$ cat config.mk
export PLATFORM = sky130hd
export DESIGN_NAME = lpm_ctrl
export DESIGN_NICKNAME = d
export VERILOG_FILES = /design/src/hw/lpm_pkg.sv /design/src/hw/lpm_cnt_if.sv /design/src/hw/lpm_ctrl.sv /design/src/hw/lpm_rec_counter.sv
export SDC_FILE = /design/constraint.sdc
export NUM_CORES = 1
export LEC_CHECK = 0
export BUFFER_PORTS_ARGS = -buffer_cell sky130_fd_sc_hd__clkbuf_2
export CELL_PAD_IN_SITES_DETAIL_PLACEMENT = 1
export CELL_PAD_IN_SITES_GLOBAL_PLACEMENT = 1
export CORE_ASPECT_RATIO = 2
export CORE_MARGIN = 4
export CORE_UTILIZATION = 38
export CTS_BUF_LIST = sky130_fd_sc_hd__clkbuf_8 sky130_fd_sc_hd__clkbuf_16
export DETAILED_ROUTE_END_ITERATION = 16
export PLACE_DENSITY_LB_ADDON = 0.1
export SETUP_SLACK_MARGIN = 0.4
export SYNTH_ARGS = -nofsm -noshare
export SYNTH_HDL_FRONTEND = slang
export SYNTH_SLANG_ARGS = --single-unit
$ cat constraint.sdc
create_clock -name i_ref_clk -period 2.2 [get_ports i_ref_clk]
set_input_delay 0.44 -clock i_ref_clk [delete_from_list [all_inputs] [get_ports i_ref_clk]]
set_output_delay 0.44 -clock i_ref_clk [all_outputs]
set_load 0.02 [all_outputs]
$ cat src/hw/lpm_pkg.sv
/*
 * Constants and types shared by the low-power mode controller.
 * Assumes it is compiled before every other file of the block.
 */
`default_nettype none

package lpm_pkg;

  // ==========================================================================
  // Recovery timing
  // ==========================================================================
  // Watchdog oscillator cycles held in reset during stop recovery.
  localparam int unsigned LPM_REC_WDT_CYC = 66;
  // System clock cycles held in reset after the watchdog phase.
  localparam int unsigned LPM_REC_SYS_CYC = 16;
  // Width of the shared recovery counter.
  localparam int unsigned LPM_CNT_W       = 7;
  // Last count of the watchdog phase, at counter width.
  localparam logic [LPM_CNT_W-1:0] LPM_WDT_LAST = 7'(LPM_REC_WDT_CYC - 1);
  // Last count of the system clock phase, at counter width.
  localparam logic [LPM_CNT_W-1:0] LPM_SYS_LAST = 7'(LPM_REC_SYS_CYC - 1);

  // ==========================================================================
  // Pin levels while asleep
  // ==========================================================================
  // Level forced on the crystal input pin in deep sleep.
  localparam logic LPM_CRYSTAL_IN_STOP_LVL  = 1'b1;
  // Level forced on the crystal output pin in deep sleep.
  localparam logic LPM_CRYSTAL_OUT_STOP_LVL = 1'b0;

  // ==========================================================================
  // Power states
  // ==========================================================================
  // One-hot power state codes.
  typedef enum logic [4:0] {
    LPM_RUN     = 5'h01,
    LPM_HALT    = 5'h02,
    LPM_STOP    = 5'h04,
    LPM_REC_WDT = 5'h08,
    LPM_REC_SYS = 5'h10
  } lpm_state_t;

  // Gate and enable outputs that follow the power state.
  typedef struct packed {
    logic xtal_en;
    logic xin_oe;
    logic crystal_output_pin_oe;
    logic sysclk_en;
    logic core_run;
    logic periph_run;
    logic wdt_osc_en;
    logic wdt_run;
    logic vbo_en;
    logic core_rst;
  } lpm_ctrl_t;

  // Output pattern held while reset is applied: awake and running.
  localparam lpm_ctrl_t LPM_CTRL_RST = '{xtal_en: 1'b1, xin_oe: 1'b0, crystal_output_pin_oe: 1'b0,
                                         sysclk_en: 1'b1, core_run: 1'b1,
                                         periph_run: 1'b1, wdt_osc_en: 1'b1,
                                         wdt_run: 1'b0, vbo_en: 1'b1, core_rst: 1'b0};

endpackage

`default_nettype wire

$ cat src/hw/lpm_cnt_if.sv
/*
 * Carrier between the mode controller and its recovery counter.
 * Assumes both ends run on the same clock.
 */
`default_nettype none

interface lpm_cnt_if
  import lpm_pkg::*;
();
  logic                 clr;    // Clear the count to zero.
  logic                 inc;    // Advance the count by one.
  logic [LPM_CNT_W-1:0] count;  // Registered count.

  // Controller side.
  modport ctl (output clr, output inc, input count);
  // Counter side.
  modport cnt (input clr, input inc, output count);
endinterface

`default_nettype wire

$ cat src/hw/lpm_ctrl.sv
/*
 * Low-power mode controller: run, light sleep, deep sleep and stop recovery.
 * Assumes all inputs are synchronous to i_ref_clk, that i_ref_clk runs
 * free, and that the watchdog oscillator arrives as a one-cycle tick.
 */
`default_nettype none

module lpm_ctrl
  import lpm_pkg::*;
#(
  parameter int unsigned WAKE_W = 8  // Number of port pins that can wake.
) (
  input  wire logic              i_ref_clk,
  input  wire logic              i_reset_n,
  input  wire logic              i_stop_exec,
  input  wire logic              i_halt_exec,
  input  wire logic              i_irq_pending,
  input  wire logic              i_irq_en,
  input  wire logic              i_wdt_en,
  input  wire logic              i_wdt_stop_en,
  input  wire logic              i_wdt_irq_mode,
  input  wire logic              i_wdt_timeout,
  input  wire logic              i_wdt_osc_tick,
  input  wire logic              i_vbo_stop_en,
  input  wire logic              i_por_event,
  input  wire logic              i_vbo_event,
  input  wire logic              i_ext_rst_event,
  input  wire logic [WAKE_W-1:0] i_wake_pin,
  input  wire logic [WAKE_W-1:0] i_wake_en,
  output      logic              o_xtal_en,
  output      logic              o_crystal_input_pin_o,
  output      logic              o_crystal_input_pin_oe,
  output      logic              o_crystal_output_pin_o,
  output      logic              o_crystal_output_pin_oe,
  output      logic              o_sysclk_en,
  output      logic              o_core_run,
  output      logic              o_core_rst,
  output      logic              o_periph_run,
  output      logic              o_wdt_osc_en,
  output      logic              o_wdt_run,
  output      logic              o_vbo_en,
  output      logic              o_stop_flag_set,
  output      logic              o_wdt_irq_req,
  output      logic              o_halt_irq_wake,
  output      logic [4:0]        o_state
);

  // ==========================================================================
  // Declarations
  // ==========================================================================
  lpm_state_t        state_q;     // Current power state.
  lpm_state_t        state_d;     // Next power state.
  lpm_ctrl_t         ctrl_q;      // Registered gate outputs.
  lpm_ctrl_t         ctrl_d;      // Gate outputs for the next state.
  logic [WAKE_W-1:0] pin_q;       // Wake pin levels of the last cycle.
  logic              wdt_wake_q;  // Deep sleep ended by a watchdog interrupt.
  logic              wdt_wake_d;  // Next value of the watchdog wake mark.
  logic              flag_q;      // Stop flag pulse register.
  logic              flag_d;      // Next stop flag pulse.
  logic              wirq_q;      // Watchdog interrupt request pulse register.
  logic              wirq_d;      // Next watchdog interrupt request.
  logic              hirq_q;      // Halt interrupt wake pulse register.
  logic              hirq_d;      // Next halt interrupt wake pulse.
  logic              pin_wake;    // An enabled pin changed level.
  logic              wdt_stop_on; // Watchdog allowed to run in deep sleep.
  logic              halt_exit;   // Any source that ends light sleep.

  lpm_cnt_if cnt_if ();           // Link to the recovery counter.

  // ==========================================================================
  // Decoding
  // ==========================================================================
  // Gate pattern that each power state applies.
  function automatic lpm_ctrl_t ctrl_of(lpm_state_t st, logic wdt_en, logic wdt_stop,
                                        logic vbo_stop);
    lpm_ctrl_t c;
    c = LPM_CTRL_RST;
    c.wdt_run = wdt_en;
    unique case (st)
      LPM_RUN: begin
        c.core_run = 1'b1;
      end
      LPM_HALT: begin
        c.core_run = 1'b0;
      end
      LPM_STOP: begin
        c.xtal_en    = 1'b0;
        c.xin_oe     = 1'b1;
        c.crystal_output_pin_oe    = 1'b1;
        c.sysclk_en  = 1'b0;
        c.core_run   = 1'b0;
        c.periph_run = 1'b0;
        c.wdt_osc_en = wdt_en & wdt_stop;
        c.wdt_run    = wdt_en & wdt_stop;
        c.vbo_en     = vbo_stop;
      end
      LPM_REC_WDT: begin
        c.sysclk_en  = 1'b0;
        c.core_run   = 1'b0;
        c.periph_run = 1'b0;
        c.core_rst   = 1'b1;
      end
      LPM_REC_SYS: begin
        c.core_run   = 1'b0;
        c.core_rst   = 1'b1;
      end
    endcase
    return c;
  endfunction

  // Pin edge in either direction on any enabled wake pin.
  assign pin_wake    = |((i_wake_pin ^ pin_q) & i_wake_en);
  // Watchdog only times out in deep sleep when it keeps running there.
  assign wdt_stop_on = i_wdt_en & i_wdt_stop_en;
  // Light sleep ends on interrupt, watchdog time-out or any reset source.
  assign halt_exit   = i_irq_pending | (i_wdt_en & i_wdt_timeout) |
                       i_por_event | i_vbo_event | i_ext_rst_event;

  // ==========================================================================
  // Power state machine
  // ==========================================================================
  // Next state, counter control and event pulses.
  always_comb begin
    state_d    = state_q;
    wdt_wake_d = wdt_wake_q;
    flag_d     = 1'b0;
    wirq_d     = 1'b0;
    hirq_d     = 1'b0;
    cnt_if.clr = 1'b0;
    cnt_if.inc = 1'b0;
    unique case (state_q)
      LPM_RUN: begin
        // Stop wins if both instructions were reported together.
        if (i_stop_exec) begin
          state_d    = LPM_STOP;
          wdt_wake_d = 1'b0;
        end else if (i_halt_exec) begin
          state_d = LPM_HALT;
        end
      end
      LPM_HALT: begin
        if (halt_exit) begin
          state_d = LPM_RUN;
          hirq_d  = i_irq_pending;
        end
      end
      LPM_STOP: begin
        // No path out of deep sleep other than recovery.
        if (pin_wake || (wdt_stop_on && i_wdt_timeout)) begin
          state_d    = LPM_REC_WDT;
          cnt_if.clr = 1'b1;
          wdt_wake_d = wdt_stop_on & i_wdt_timeout & i_wdt_irq_mode;
        end
      end
      LPM_REC_WDT: begin
        // Counts watchdog oscillator ticks.
        if (i_wdt_osc_tick) begin
          if (cnt_if.count == LPM_WDT_LAST) begin
            state_d    = LPM_REC_SYS;
            cnt_if.clr = 1'b1;
          end else begin
            cnt_if.inc = 1'b1;
          end
        end
      end
      LPM_REC_SYS: begin
        // Counts system clock cycles.
        if (cnt_if.count == LPM_SYS_LAST) begin
          state_d    = LPM_RUN;
          flag_d     = 1'b1;
          wirq_d     = wdt_wake_q & i_irq_en;
          wdt_wake_d = 1'b0;
        end else begin
          cnt_if.inc = 1'b1;
        end
      end
    endcase
    ctrl_d = ctrl_of(state_d, i_wdt_en, i_wdt_stop_en, i_vbo_stop_en);
  end

  // Registers the state, gate outputs and pulses.
  always_ff @(posedge i_ref_clk or negedge i_reset_n) begin
    if (!i_reset_n) begin
      state_q    <= LPM_RUN;
      ctrl_q     <= LPM_CTRL_RST;
      pin_q      <= '0;
      wdt_wake_q <= 1'b0;
      flag_q     <= 1'b0;
      wirq_q     <= 1'b0;
      hirq_q     <= 1'b0;
    end else begin
      state_q    <= state_d;
      ctrl_q     <= ctrl_d;
      pin_q      <= i_wake_pin;
      wdt_wake_q <= wdt_wake_d;
      flag_q     <= flag_d;
      wirq_q     <= wirq_d;
      hirq_q     <= hirq_d;
    end
  end

  // Recovery counter.
  lpm_rec_counter u_cnt (
    .i_ref_clk (i_ref_clk),
    .i_reset_n (i_reset_n),
    .cnt       (cnt_if.cnt)
  );

  // ==========================================================================
  // Outputs
  // ==========================================================================
  // Every output except the two crystal pin levels, which are package constants, comes straight from a register.
  assign o_xtal_en               = ctrl_q.xtal_en;
  assign o_crystal_input_pin_o   = LPM_CRYSTAL_IN_STOP_LVL;
  assign o_crystal_input_pin_oe  = ctrl_q.xin_oe;
  assign o_crystal_output_pin_o  = LPM_CRYSTAL_OUT_STOP_LVL;
  assign o_crystal_output_pin_oe = ctrl_q.crystal_output_pin_oe;
  assign o_sysclk_en             = ctrl_q.sysclk_en;
  assign o_core_run              = ctrl_q.core_run;
  assign o_core_rst              = ctrl_q.core_rst;
  assign o_periph_run            = ctrl_q.periph_run;
  assign o_wdt_osc_en            = ctrl_q.wdt_osc_en;
  assign o_wdt_run               = ctrl_q.wdt_run;
  assign o_vbo_en                = ctrl_q.vbo_en;
  assign o_stop_flag_set         = flag_q;
  assign o_wdt_irq_req           = wirq_q;
  assign o_halt_irq_wake         = hirq_q;
  assign o_state                 = state_q;
endmodule

`default_nettype wire

$ cat src/hw/lpm_rec_counter.sv
/*
 * Recovery cycle counter for the low-power mode controller.
 * Assumes clear and increment are synchronous to i_ref_clk.
 */
`default_nettype none

module lpm_rec_counter
  import lpm_pkg::*;
(
  input  wire logic i_ref_clk,
  input  wire logic i_reset_n,
  lpm_cnt_if.cnt    cnt
);

  // ==========================================================================
  // Counter
  // ==========================================================================
  logic [LPM_CNT_W-1:0] count_q;  // Current count.
  logic [LPM_CNT_W-1:0] count_d;  // Next count.

  // Clear takes priority over increment.
  always_comb begin
    count_d = count_q;
    if (cnt.clr) begin
      count_d = '0;
    end else if (cnt.inc) begin
      count_d = count_q + 7'h01;
    end
  end

  // Registers the count.
  always_ff @(posedge i_ref_clk or negedge i_reset_n) begin
    if (!i_reset_n) begin
      count_q <= '0;
    end else begin
      count_q <= count_d;
    end
  end

  assign cnt.count = count_q;

endmodule

`default_nettype wire

==> metrics.md <==
| Metric | Value |
|---|---|
| Status | finished clean |
| Critical path fanouts, max | 6 |
| GP Congestion | a little over 0.8 |
| Worst Setup SP | o_state[0] |
| Buffers on Ports | 48 |
| Async SR Flop Fraction | 100% |
| Flip-flop and latch count after synthesis | 32 |
| Die ar. | about 5500 um^2 |
| Mapped Nets | about 190 |
| EDFF count, synth | 0 |
| Final Util | a little under three fifths |
| Fmax | roughly 500 MHz |
| Gr usage total | between 10% and 20% |
| Per-cell routed wire length | 19.0 um |
| Die width | approximately 54 um |
| Layout cells sized above 1 | between 50% and 60% |
| Total Power | roughly 2.9 mW |
| Final Instance Area | around 2400 um^2 |
| Number of global-route vias before repair | approximately 1,600 |
| Syn-to-layout area delta | 45.3% |
| TritonCTS clock tree | done |
| H-tree depth | 2 |
| Clock Sinks | 32 |
| WP data arrival | roughly 2200 ps |
| Count of final setup violators | 0 |
| Final WS setup | ~200 ps |
| Drt pass-1 iters | 4 |
| Max-cap violation count | 0 |
| Period utilization | about nine tenths |
| Antenna violations before repair | 0 |
| Routed WL | approximately 5.3 mm |
| Post-Syn Area | approximately 1600 um^2 |
| Power per Cell Area | 1230 nW/um^2 |
| Antenna viol nets, final | 0 |
| Leak | roughly 1.1 nW |
| Die height | 100 um |
| CP endpoint kind | flop |
| RSZ-0062 raised after global routing | true |
| Peak supply drop | 654 uV |
| First-pass GRT wire length | roughly 7.5 mm |
| Pin count of the biggest net entering global routing | 20 |
| Initial Util | between 30% and 40% |
| Final cell count without fillers | approximately 280 |
| Total CTS buffers | 5 |
| Clock Root Buffer | clkbuf_8 |
| Gr ovfl total | 0 |
| Netlist cell types | 48 |
| Reg-to-Reg End | o_wdt_run |
| WHS | 34.1 ps |
| Ys flop type | dfrtp_1 |
| Worst slack at placement | roughly 55 ps |
| Worst skew pair latency | roughly 300 ps |
| Final #Nets | between 200 and 300 |
| DRC errors left | 0 |
| DP Area | between 1500 and 2000 um^2 |
| Reg2Reg Setup Slack | approximately 200 ps |
| Worst clock skew | 10.7 ps |
| CTS clk-pin slew, worst paths | around 80 ps |
| Initial detailed-routing violation count | 15 |
| Vias per inst | between 5 and 6 |
| Hold/Removal Path Class | in -> async |
| Io pins | 51 |
| Vias | around 1,500 |
| Critical R2R Launch | o_state[0] |
| Mean Syn Cell Area | between 10 and 15 um^2 |
| CP startpoint kind | flop |
| Cells on worst reg2reg path | 6 |
| Final Slew Violations | 0 |
| TNS Setup | 0 ps |
| HPWL Detailed | ~3.6 mm |
| CORE AREA | a little over 4000 um^2 |
| Cells after Synth | 153 |
| Seq/Total Area, Yosys | between 40% and 50% |
| Placed insts | between 200 and 250 |
| FP Rows | 33 |
| CTS Buffer Depth | 2 |
| CP Data Required Time | around 2400 ps |
| WS Path Type | reg -> reg |
| Final Critical Period | 2000 ps |
| Yosys warns | 0 |
| Final Hold Viols | 0 |
| # diodes | 0 |
-- synth_stat cells, types with 2 or more instances --
library cell   n  area share [%]
nor2_1        17             3.9
nand2b_1       2            0.77
nand3_1        4             1.2
ha_1           2             1.5
nor3_2         2             1.2
nor3_1         3            0.92
conb_1         2            0.46
a21oi_1        6             1.8
dfstp_2        6             9.7
o22ai_1        2            0.77
nand2_1        9             2.1
and4_1         2             1.1
buf_6          2             1.4
dfrtp_1       26              40
xor2_1        12             6.5
and4bb_4       2             2.0
nand4_1        3             1.2
nor4_2         2             1.5
and3_1         2            0.77
or3_1          2            0.77
o21ai_0        4             1.2
a22oi_1        3             1.4
and2_1         2            0.77
buf_4          5             2.3
inv_1          6             1.4
xnor2_1        3             1.6
-- flip-flops by register name, summed over array words and instances, names as in the netlist --
register                 cells
pin_q                        8
u_cnt.cnt.count              7
o_state                      5
o_core_rst                   1
o_core_run                   1
o_crystal_output_pin_oe      1
o_halt_irq_wake              1
o_periph_run                 1
o_stop_flag_set              1
o_vbo_en                     1
o_wdt_irq_req                1
o_wdt_osc_en                 1
o_wdt_run                    1
o_xtal_en                    1
wdt_wake_q                   1
-- repair_timing --
action,4_1_cts,5_1_grt
hold endpoints to repair,0,0
hold buffers,0,0
resized for setup,11,26
endpoints found under the setup margin,13,15
buffers inserted,14,11
cloned,0,0
pin swaps,10,14
-- kinds of logic after synthesis --
logic type | count (synthesis) | synth area share, %
xor gates and xnor gates | 15 | 8.08
buffers and inverters | 15 | 5.62
muxes | 1 | 0.616
DFF | 32 | 49.7
AOI/OAI and AO/OA | 29 | 13.3
and+or+nand+nor | 57 | 20.6
adders and majority gates | 2 | 1.54
other | 2 | 0.462
-- layout by cell type (no fill, tap or decap), types with 3 or more instances in the layout --
cell      count
clkbuf_2     49
buf_4        24
dfrtp_1      22
nor2_1       14
xor2_1       11
nand2_1       7
inv_1         6
dfstp_2       6
a21oi_1       5
clkbuf_8      5
o21ai_0       4
dfrtp_2       4
nand4_1       3
nor2_4        3
nand3_1       3
a22oi_1       3
nor3_4        3
xnor2_1       3
buf_6         3
-- worst max-delay path, stage by stage (launching register included) --
cell and delay [ps]:
dfstp_2 640, nor4_4 100, and4bb_4 220, a221o_2 340, a211oi_4 200, and4bb_4 330, a21boi_2 60
-- worst max-delay path by stage --
stage,endpoint,slack (ps),cells past startpoint
2_1_floorplan,o_wdt_run,300,6
3_3_place_gp,o_wdt_run,130,7
3_5_place_dp,o_wdt_run,50,7
4_1_cts,o_wdt_run,220,6
5_1_grt,o_periph_run,130,6
6_report,o_wdt_run,200,6
-- per-layer routing --
metal  vias up  part of all wire (%)  wire length [um]  global-route usage (%)
met1       774                    31              1670                    18.5
met5         -                     0                 0                       0
li1        681                     -                 -                       -
met3        22                   3.4               184                    3.85
met2        42                    60              3180                    35.5
met4         0                   5.8               308                    10.6
-- final cells by class --
type | count | area (um^2)
clock buffers | 5 | 68.8
multi-input cells | 106 | 890
clock inverters | 3 | 38.8
well taps | 52 | 65.1
fillers | 472 | 1770
repair buffers | 76 | 459
inverters | 7 | 26.3
flip-flops and latches | 32 | 813
-- power by group --
part / internal [mW] / switching, mW
clock network: 0.331 / 0.234
registers: 0.749 / 0.138
logic: 0.637 / 0.807
total: 1.72 / 1.18
Power figures use the tool's default switching activity.
